==> src/rps_cfg.svh <==
/*
 * Offsets, field positions, reset values and timing counts of the ring
 * path protection selector. Assumes a 10 MHz system clock.
 */
`ifndef RPS_CFG_SVH
`define RPS_CFG_SVH

// ************************************************************
// register offsets
// ************************************************************
`define RPS_OFS_CTRL 8'h00
`define RPS_OFS_WTR 8'h04
`define RPS_OFS_CMD 8'h08
`define RPS_OFS_STAT 8'h0C
`define RPS_OFS_IRQ_ST 8'h10
`define RPS_OFS_IRQ_CLR 8'h14
`define RPS_OFS_IRQ_EN 8'h18

// ************************************************************
// fields and reset values
// ************************************************************
`define RPS_CTRL_REV 0
`define RPS_CTRL_PDI 1
`define RPS_CTRL_SF_LSB 4
`define RPS_CTRL_SD_LSB 8
`define RPS_CTRL_RST 12'h741
`define RPS_IRQ_SW 0
`define RPS_IRQ_SF 1
`define RPS_IRQ_SD 2
`define RPS_IRQ_REF 3
`define RPS_BER_ERR_LIM 2'h1

// ************************************************************
// timing
// ************************************************************
`define RPS_CLK_NS 100
`define RPS_SEC_NS 1_000_000_000
`define RPS_TICK_CYC (`RPS_SEC_NS / `RPS_CLK_NS)
`define RPS_WTR_MIN 5
`define RPS_SEC_PER_MIN 60
`define RPS_WTR_RST 16'(`RPS_WTR_MIN * `RPS_SEC_PER_MIN)

`endif

==> src/rps_pkg.sv <==
/*
 * Types shared by the selector and its error rate monitors.
 * Assumes nothing beyond a SystemVerilog compiler.
 */
package rps_pkg;

  // ************************************************************
  // external commands, written as codes 0..5 in declaration order
  // ************************************************************
  typedef enum logic [2:0] {
    RPS_CMD_CLEAR,
    RPS_CMD_BARRED,
    RPS_CMD_FPRI,
    RPS_CMD_FBAK,
    RPS_CMD_RPRI,
    RPS_CMD_RBAK
  } rps_cmd_t;

  // one received path beat with its overhead indications
  typedef struct packed {
    logic [7:0] data;
    logic valid;
    logic err;
    logic pdi;
  } rps_path_in_t;

  // forwarded beat
  typedef struct packed {
    logic [7:0] data;
    logic valid;
  } rps_stream_t;

  // exponent n (4..9) of a 1E-n threshold to a window of 10^n bits; any other code gives 1000 bits
  function automatic logic [31:0] rps_exp_bits(input logic [3:0] e);
    case (e)
      4'h4: rps_exp_bits = 32'h0000_2710;
      4'h5: rps_exp_bits = 32'h0001_86A0;
      4'h6: rps_exp_bits = 32'h000F_4240;
      4'h7: rps_exp_bits = 32'h0098_9680;
      4'h8: rps_exp_bits = 32'h05F5_E100;
      4'h9: rps_exp_bits = 32'h3B9A_CA00;
      default: rps_exp_bits = 32'h0000_03E8;
    endcase
  endfunction

endpackage

==> src/rps_ber_mon.sv <==
/*
 * Error rate monitor for one path and one threshold.
 * Assumes beat and err come from logic on sys_clk.
 */
`timescale 1ns/1ps
`include "rps_cfg.svh"
module rps_ber_mon
  import rps_pkg::*;
#(
  parameter int unsigned BITS_PER_BEAT = 8
) (
  input wire logic sys_clk,
  input wire logic rstn,
  input wire logic beat,
  input wire logic err,
  input wire logic [3:0] exp_code,
  output logic over
);
  logic [31:0] bits_r, bits_nxt;
  logic [1:0] errs_r, errs_nxt, errs_sum;
  logic over_r, over_nxt;
  logic win_end;

  // window of 10^n bits; more than one error in it exceeds 1E-n.
  // declared at once, released only at a clean window end
  always_comb begin
    errs_sum = (err && errs_r != 2'h3) ? errs_r + 2'h1 : errs_r;
    win_end = beat && (bits_r + 32'(BITS_PER_BEAT) >= rps_exp_bits(exp_code));
    bits_nxt = beat ? bits_r + 32'(BITS_PER_BEAT) : bits_r;
    errs_nxt = errs_sum;
    over_nxt = over_r;
    if (errs_sum > `RPS_BER_ERR_LIM) begin
      over_nxt = 1'b1;
    end
    if (win_end) begin
      over_nxt = errs_sum > `RPS_BER_ERR_LIM;
      bits_nxt = '0;
      errs_nxt = '0;
    end
  end

  always_ff @(posedge sys_clk) begin
    if (!rstn) begin
      bits_r <= '0;
      errs_r <= '0;
      over_r <= 1'b0;
    end else begin
      bits_r <= bits_nxt;
      errs_r <= errs_nxt;
      over_r <= over_nxt;
    end
  end

  assign over = over_r;
endmodule

==> src/rps_sel.sv <==
/*
 * Ring path protection selector: picks working or protect stream,
 * switches on fail, degrade and payload defect, obeys commands,
 * reverts after a wait. Assumes both streams and the register port
 * run on sys_clk; reads answer one cycle after the strobe.
 */
`timescale 1ns/1ps
`include "rps_cfg.svh"
module rps_sel
  import rps_pkg::*;
#(
  parameter int unsigned TICK_CYC = `RPS_TICK_CYC
) (
  input wire logic sys_clk,
  input wire logic rstn,
  input wire logic [7:0] reg_addr,
  input wire logic [31:0] reg_wdata,
  input wire logic reg_wr,
  input wire logic reg_rd,
  output logic [31:0] reg_rdata,
  input wire rps_path_in_t wk_in,
  input wire rps_path_in_t pr_in,
  output rps_stream_t sel_out,
  output logic active_protect,
  output logic irq
);

  // ************************************************************
  // declarations
  // ************************************************************
  logic [11:0] ctrl_r, ctrl_nxt;
  logic [15:0] wtr_sec_r, wtr_sec_nxt;
  logic [3:0] irq_en_r, irq_en_nxt;
  logic [3:0] irq_st_r, irq_st_nxt;
  logic [3:0] irq_ev, irq_clr;
  logic irq_r, irq_nxt;
  logic [31:0] rdata_r, rdata_nxt;
  rps_cmd_t cmd_r, cmd_nxt;
  logic refused;
  logic act_r, act_nxt;
  rps_stream_t out_r, out_nxt;
  logic [31:0] tick_cnt_r, tick_cnt_nxt;
  logic tick_r, tick_nxt;
  logic [15:0] wtr_cnt_r, wtr_cnt_nxt;
  logic wtr_run, wtr_expire;
  logic wk_sf, wk_sd, pr_sf, pr_sd;
  logic wk_pdi_eff, pr_pdi_eff;
  logic wk_fail, pr_fail, wk_clean, pr_clean;
  logic fail_prev_r, sd_prev_r;
  logic wr_cmd;
  logic [2:0] cmd_code;

  // ************************************************************
  // path monitors
  // ************************************************************
  rps_ber_mon u_wk_sf (
    .sys_clk(sys_clk),
    .rstn(rstn),
    .beat(wk_in.valid),
    .err(wk_in.err),
    .exp_code(ctrl_r[`RPS_CTRL_SF_LSB +: 4]),
    .over(wk_sf)
  );
  rps_ber_mon u_wk_sd (
    .sys_clk(sys_clk),
    .rstn(rstn),
    .beat(wk_in.valid),
    .err(wk_in.err),
    .exp_code(ctrl_r[`RPS_CTRL_SD_LSB +: 4]),
    .over(wk_sd)
  );
  rps_ber_mon u_pr_sf (
    .sys_clk(sys_clk),
    .rstn(rstn),
    .beat(pr_in.valid),
    .err(pr_in.err),
    .exp_code(ctrl_r[`RPS_CTRL_SF_LSB +: 4]),
    .over(pr_sf)
  );
  rps_ber_mon u_pr_sd (
    .sys_clk(sys_clk),
    .rstn(rstn),
    .beat(pr_in.valid),
    .err(pr_in.err),
    .exp_code(ctrl_r[`RPS_CTRL_SD_LSB +: 4]),
    .over(pr_sd)
  );

  // payload defect counts as fail only while its switch is enabled
  always_comb begin
    wk_pdi_eff = ctrl_r[`RPS_CTRL_PDI] & wk_in.pdi;
    pr_pdi_eff = ctrl_r[`RPS_CTRL_PDI] & pr_in.pdi;
    wk_fail = wk_sf | wk_pdi_eff;
    pr_fail = pr_sf | pr_pdi_eff;
    wk_clean = !(wk_fail | wk_sd);
    pr_clean = !(pr_fail | pr_sd);
  end

  // ************************************************************
  // command register
  // ************************************************************
  // manual commands aimed at a dirty path are dropped and flagged
  always_comb begin
    wr_cmd = reg_wr && reg_addr == `RPS_OFS_CMD;
    cmd_code = reg_wdata[2:0];
    cmd_nxt = cmd_r;
    refused = 1'b0;
    if (wr_cmd) begin
      if (cmd_code > 3'(RPS_CMD_RBAK)) begin
        refused = 1'b1;
      end else if (cmd_code == 3'(RPS_CMD_RPRI) && !wk_clean) begin
        refused = 1'b1;
      end else if (cmd_code == 3'(RPS_CMD_RBAK) && !pr_clean) begin
        refused = 1'b1;
      end else begin
        cmd_nxt = rps_cmd_t'(cmd_code);
      end
    end
  end

  always_ff @(posedge sys_clk) begin
    if (!rstn) begin
      cmd_r <= RPS_CMD_CLEAR;
    end else begin
      cmd_r <= cmd_nxt;
    end
  end

  // ************************************************************
  // reversion wait
  // ************************************************************
  // the second tick runs free, so the wait may end up to one second early
  always_comb begin
    tick_nxt = tick_cnt_r == 32'(TICK_CYC - 1);
    tick_cnt_nxt = tick_nxt ? '0 : tick_cnt_r + 32'h0000_0001;
    wtr_run = act_r && ctrl_r[`RPS_CTRL_REV] && cmd_r == RPS_CMD_CLEAR
              && wk_clean;
    wtr_expire = wtr_run && wtr_cnt_r >= wtr_sec_r;
    wtr_cnt_nxt = '0;
    if (wtr_run) begin
      wtr_cnt_nxt = (tick_r && !wtr_expire) ? wtr_cnt_r + 16'h0001
                                            : wtr_cnt_r;
    end
  end

  always_ff @(posedge sys_clk) begin
    if (!rstn) begin
      tick_cnt_r <= '0;
      tick_r <= 1'b0;
      wtr_cnt_r <= '0;
    end else begin
      tick_cnt_r <= tick_cnt_nxt;
      tick_r <= tick_nxt;
      wtr_cnt_r <= wtr_cnt_nxt;
    end
  end

  // ************************************************************
  // selection
  // ************************************************************
  // one priority ladder: lockout and forced commands, then path conditions, then manual commands and the wait
  always_comb begin
    act_nxt = act_r;
    if (cmd_r == RPS_CMD_BARRED) begin
      act_nxt = 1'b0;
    end else if (cmd_r == RPS_CMD_FPRI) begin
      act_nxt = 1'b0;
    end else if (cmd_r == RPS_CMD_FBAK) begin
      act_nxt = 1'b1;
    end else if (wk_fail != pr_fail) begin
      act_nxt = wk_fail;
    end else if (!wk_fail && wk_sd != pr_sd) begin
      act_nxt = wk_sd;
    end else if (cmd_r == RPS_CMD_RPRI && wk_clean) begin
      act_nxt = 1'b0;
    end else if (cmd_r == RPS_CMD_RBAK && pr_clean) begin
      act_nxt = 1'b1;
    end else if (wtr_expire) begin
      act_nxt = 1'b0;
    end
    // with reversion off only a command or a protect fail or degrade pulls back to working
    out_nxt.data = act_r ? pr_in.data : wk_in.data;
    out_nxt.valid = act_r ? pr_in.valid : wk_in.valid;
  end

  always_ff @(posedge sys_clk) begin
    if (!rstn) begin
      act_r <= 1'b0;
      out_r <= '0;
    end else begin
      act_r <= act_nxt;
      out_r <= out_nxt;
    end
  end

  // ************************************************************
  // registers and interrupt
  // ************************************************************
  // set beats clear in the same cycle so no event is lost
  always_comb begin
    ctrl_nxt = ctrl_r;
    wtr_sec_nxt = wtr_sec_r;
    irq_en_nxt = irq_en_r;
    irq_clr = '0;
    if (reg_wr) begin
      case (reg_addr)
        `RPS_OFS_CTRL: ctrl_nxt = reg_wdata[11:0];
        `RPS_OFS_WTR: wtr_sec_nxt = reg_wdata[15:0];
        `RPS_OFS_IRQ_CLR: irq_clr = reg_wdata[3:0];
        `RPS_OFS_IRQ_EN: irq_en_nxt = reg_wdata[3:0];
        default: ;
      endcase
    end
    irq_ev = '0;
    irq_ev[`RPS_IRQ_SW] = act_nxt != act_r;
    irq_ev[`RPS_IRQ_SF] = (wk_fail | pr_fail) & !fail_prev_r;
    irq_ev[`RPS_IRQ_SD] = (wk_sd | pr_sd) & !sd_prev_r;
    irq_ev[`RPS_IRQ_REF] = refused;
    irq_st_nxt = (irq_st_r & ~irq_clr) | irq_ev;
    irq_nxt = |(irq_st_nxt & irq_en_nxt);
    rdata_nxt = '0;
    if (reg_rd) begin
      case (reg_addr)
        `RPS_OFS_CTRL: rdata_nxt = {20'h0_0000, ctrl_r};
        `RPS_OFS_WTR: rdata_nxt = {16'h0000, wtr_sec_r};
        `RPS_OFS_CMD: rdata_nxt = {29'h0000_0000, cmd_r};
        `RPS_OFS_STAT: rdata_nxt = {21'h00_0000, cmd_r, pr_pdi_eff,
          wk_pdi_eff, wtr_run, pr_sd, pr_sf, wk_sd, wk_sf, act_r};
        `RPS_OFS_IRQ_ST: rdata_nxt = {28'h000_0000, irq_st_r};
        `RPS_OFS_IRQ_EN: rdata_nxt = {28'h000_0000, irq_en_r};
        default: rdata_nxt = '0;
      endcase
    end
  end

  always_ff @(posedge sys_clk) begin
    if (!rstn) begin
      ctrl_r <= `RPS_CTRL_RST;
      wtr_sec_r <= `RPS_WTR_RST;
      irq_en_r <= '0;
      irq_st_r <= '0;
      irq_r <= 1'b0;
      rdata_r <= '0;
      fail_prev_r <= 1'b0;
      sd_prev_r <= 1'b0;
    end else begin
      ctrl_r <= ctrl_nxt;
      wtr_sec_r <= wtr_sec_nxt;
      irq_en_r <= irq_en_nxt;
      irq_st_r <= irq_st_nxt;
      irq_r <= irq_nxt;
      rdata_r <= rdata_nxt;
      fail_prev_r <= wk_fail | pr_fail;
      sd_prev_r <= wk_sd | pr_sd;
    end
  end

  assign reg_rdata = rdata_r;
  assign sel_out = out_r;
  assign active_protect = act_r;
  assign irq = irq_r;
endmodule

==> config.mk <==
export PLATFORM = sky130hd
export DESIGN_NAME = rps_sel
export DESIGN_NICKNAME = d
export VERILOG_FILES = /design/src/rps_pkg.sv /design/src/rps_ber_mon.sv /design/src/rps_sel.sv
export VERILOG_INCLUDE_DIRS = /design/src
export SDC_FILE = /design/constraint.sdc
export NUM_CORES = 1
export LEC_CHECK = 0
export BUFFER_PORTS_ARGS = -buffer_cell sky130_fd_sc_hd__buf_2
export CELL_PAD_IN_SITES_DETAIL_PLACEMENT = 1
export CELL_PAD_IN_SITES_GLOBAL_PLACEMENT = 1
export CORE_AREA = 3 3 186 188
export DETAILED_ROUTE_END_ITERATION = 8
export DIE_AREA = 0 0 189 191
export GPL_TIMING_DRIVEN = 0
export PLACE_DENSITY = 0.95
export SLEW_MARGIN = 20
export SYNTH_ARGS = -nofsm -noshare
export SYNTH_HDL_FRONTEND = slang
export SYNTH_HIERARCHICAL = 1
export SYNTH_SLANG_ARGS = --single-unit
==> constraint.sdc <==
create_clock -name sys_clk -period 7.95 [get_ports sys_clk]
set_input_delay 1.1925 -clock sys_clk [delete_from_list [all_inputs] [get_ports sys_clk]]
set_output_delay 1.1925 -clock sys_clk [all_outputs]
set_load 0.01 [all_outputs]
==> impl_metrics.toml <==
[global_routing]
grt_pass1_vias = 17733
grt_pass1_wl_um = 92800
grt_max_degree = 30
track_usage_pct = 31.3
grt_overflow = 0
antenna_found_initial = 0

[floorplan]
rows = 67
core_area_um2 = 33300
dieArea_um2 = 36100
start_util_pct = 49.6
io_pins = 109
die_y_um = 191
die_w_um = 189

[placed_design]
gp_congestion = 0.933
io_buffer_count = 76
dp_slack_ns = 2.92
hpwl_um = 39100

[logic_synthesis]
synth-edff-count = 0
netlist.area_leader.share_pct = 29.7
avgSynthCellArea_um2 = 8.21
syn_area_um2 = 16500
postSynthCellCount = 2010
synthTopCellsByCount = "dfxtp_1 (245), nand2_1 (234), nor2_1 (181)"
synth_xor_area_share_pct = 9.93
synth_top_family_by_area = "simple AND/OR/NAND/NOR gates"
synth_adder_area_share_pct = 10.3
ys_ff_latch = 245
synth_compound_area_share_pct = 14.2
synth_seq_area_share_pct = 29.7
yosysUniqueCellTypes = 78
muxShareOfSynthArea_pct = 1.84
yosysWarningCount = 6
synth_simple_gate_area_share_pct = 28.8
yosysMostFrequentCell = "dfxtp_1"
synthArstFlopShare_pct = 0
synth_ff_type = "dfxtp_1"
yosys-top-cells-area = "dfxtp_1 (30%), ha_1 (10%), xnor2_1 (5.9%)"
synth_top_area_cell = "dfxtp_1"

[sta]
post-route-min-period_ns = 5.26
hold_viol = 0
fmax_ghz = 0.190
final.setup.tns_ns = 0
slew_headroom_pct = 28.4
worst_pin_slew_ns = 1.07
fin_crit_sh_pct = 66.2
slew_viol_final = 0
clock_skew_ns = 0.0201
worst_slack_ns = 2.69
setup_viol = 0
holdWs_ns = 0.470
grt_setup_unrepaired = "no"

[worst_setup_path]
reg2reg_to = "u_pr_sf/bits_r[6]"
worst_ep_arrival_time_ns = 5.75
path_max_fanout = 10
r2r_start = "u_pr_sf/bits_r[3]"
path_class = "register to register"
cp-end-kind = "register"
worst_ep_required_time_ns = 8.44
r2r_slack_ns = 2.69
reg2reg_depth = 14
start_kind = "register"

[pwr]
power_density_nw_per_um2 = 172
leakagePower_nw = 7.41
irDropWorstVdd_mv = 0.164

[drt]
ant_nets = 0
drc_errors = 0
via_per_inst = 6.24
drt-initial-drc-count = 1159
detail_route.first_pass.iterations = 6
wl_per_cell_um = 22.3
vias = 16254
wl_um = 58100

[job]
drv_cap = 0

[cts]
clock_latency_ns = 0.58
htree_levels = 1
cts_resized = 0
cts_tree = "done"
cts_sinks = 245
ctsHoldBuffers = 0
numCtsBuffers = 30
cts-root-buf = "clkbuf_16"
post_cts_buffers = 0
clock_path_buffers = 3
clk_pin_slew_worst_paths_ns = 0.06

[final_layout]
diodes = 0
syn2layout_area_growth_pct = 13.6
drive_gt1_share_pct = 11.3
fin_util_pct = 56.3
finalNetCount = 2335

[min_path]
hold_depth = 2
hp-class = "register to register"
holdPathEnd = "wtr_sec_r[9]"
min_from = "wtr_sec_r[9]"

[run_status]
status = "finished clean"
-- sequential cells by signal, indices dropped and copies added, names as in the netlist, 9 cells and up --
| name | flops |
|---|---|
| wtr_cnt_r | 16 |
| u_pr_sd/bits_r | 29 |
| wtr_sec_r | 16 |
| sel_out | 9 |
| reg_rdata | 16 |
| u_wk_sf/bits_r | 29 |
| u_wk_sd/bits_r | 29 |
| u_pr_sf/bits_r | 29 |
| tick_cnt_r | 32 |
| ctrl_r | 12 |
-- stage by stage --
step / cell area, um^2 / total power (W) / cells
after floorplan: 16600 / 0.00144 / 2025
after global placement: 17500 / 0.00151 / 2549
after detailed placement: 17500 / 0.00153 / 2549
after CTS: 18700 / 0.00324 / 2605
after global routing: 18700 / 0.00332 / 2605
final: 18700 / 0.00323 / 2605
-- layout make-up --
type / instances / area [um^2]
Fill cell: 4017 / 14500
Multi-Input combinational cell: 1594 / 10800
Sequential cell: 245 / 4900
Clock buffer: 33 / 782
Buffer: 106 / 566
Tap cell: 448 / 561
Clock inverter: 23 / 440
Timing Repair Buffer: 76 / 380
Inverter: 80 / 300
-- layout by cell type, fill, tap and decap left out, types with 25 or more instances in the layout --
| cell type | count |
|---|---|
| and2_1 | 31 |
| nor3b_2 | 30 |
| ha_1 | 136 |
| clkbuf_16 | 30 |
| clkbuf_1 | 64 |
| a21oi_1 | 104 |
| nand4_1 | 45 |
| o21ai_0 | 65 |
| nor3_1 | 46 |
| buf_2 | 81 |
| a22o_1 | 27 |
| dfxtp_1 | 245 |
| mux2i_1 | 25 |
| nor2b_1 | 41 |
| xor2_1 | 75 |
| nor2_1 | 181 |
| xnor2_1 | 112 |
| nand2_1 | 234 |
| nand3_1 | 92 |
| inv_1 | 76 |
-- cell families (layout without fill, tap and decap cells) --
logic type	count (synthesis)	count (layout)
other cells	1	16
buf+inv	186	318
fa+ha+maj	136	136
flops	245	245
mux	29	29
simple gates	883	883
xor+xnor	187	187
compound gates	343	343
-- per-layer routing --
layer | track usage, % | vias up | wire [um]
li1 | - | 7336 | -
met1 | 34.4 | 7941 | 22100
met2 | 56.3 | 711 | 28600
met3 | 5.79 | 266 | 3720
met4 | 18.6 | 0 | 3610
met5 | 0 | - | 0
-- worst max-delay path, cell delays in order, from the launching register on --
cell      delay [ns]
dfxtp_1         0.44
ha_1            0.32
nand4_1         0.54
nor4_1          0.74
and2_1          0.27
nand2_1         0.11
nor2_1          0.22
xor2_1          0.29
ha_1            0.32
a2111o_1        0.37
a31oi_1         0.13
o21ai_0         0.12
nor3_2          0.64
nand3_1         0.41
o22ai_1         0.26
-- worst max-delay path by stage --
stage	start	end	slack, ns	cells after the start
global route	u_pr_sf/bits_r[3]	u_pr_sf/bits_r[6]	2.40	14
CTS	u_pr_sf/bits_r[3]	u_pr_sf/bits_r[17]	2.80	14
finish	u_pr_sf/bits_r[3]	u_pr_sf/bits_r[6]	2.69	14
floorplan	u_pr_sd/bits_r[3]	u_pr_sd/bits_r[27]	3.90	15
global placement	u_pr_sd/bits_r[3]	u_pr_sd/bits_r[17]	2.72	14
detailed placement	u_pr_sd/bits_r[3]	u_pr_sd/bits_r[17]	2.92	14
-- power by group --
group / switching, W / internal, W / leakage (nW)
Clock: 0.000602 / 0.00110 / 0.586
Sequential: 0.0000284 / 0.00125 / 1.98
Combinational: 0.000156 / 0.0000882 / 4.85
Total: 0.000787 / 0.00244 / 7.41
(Power assumes the default switching activity.)
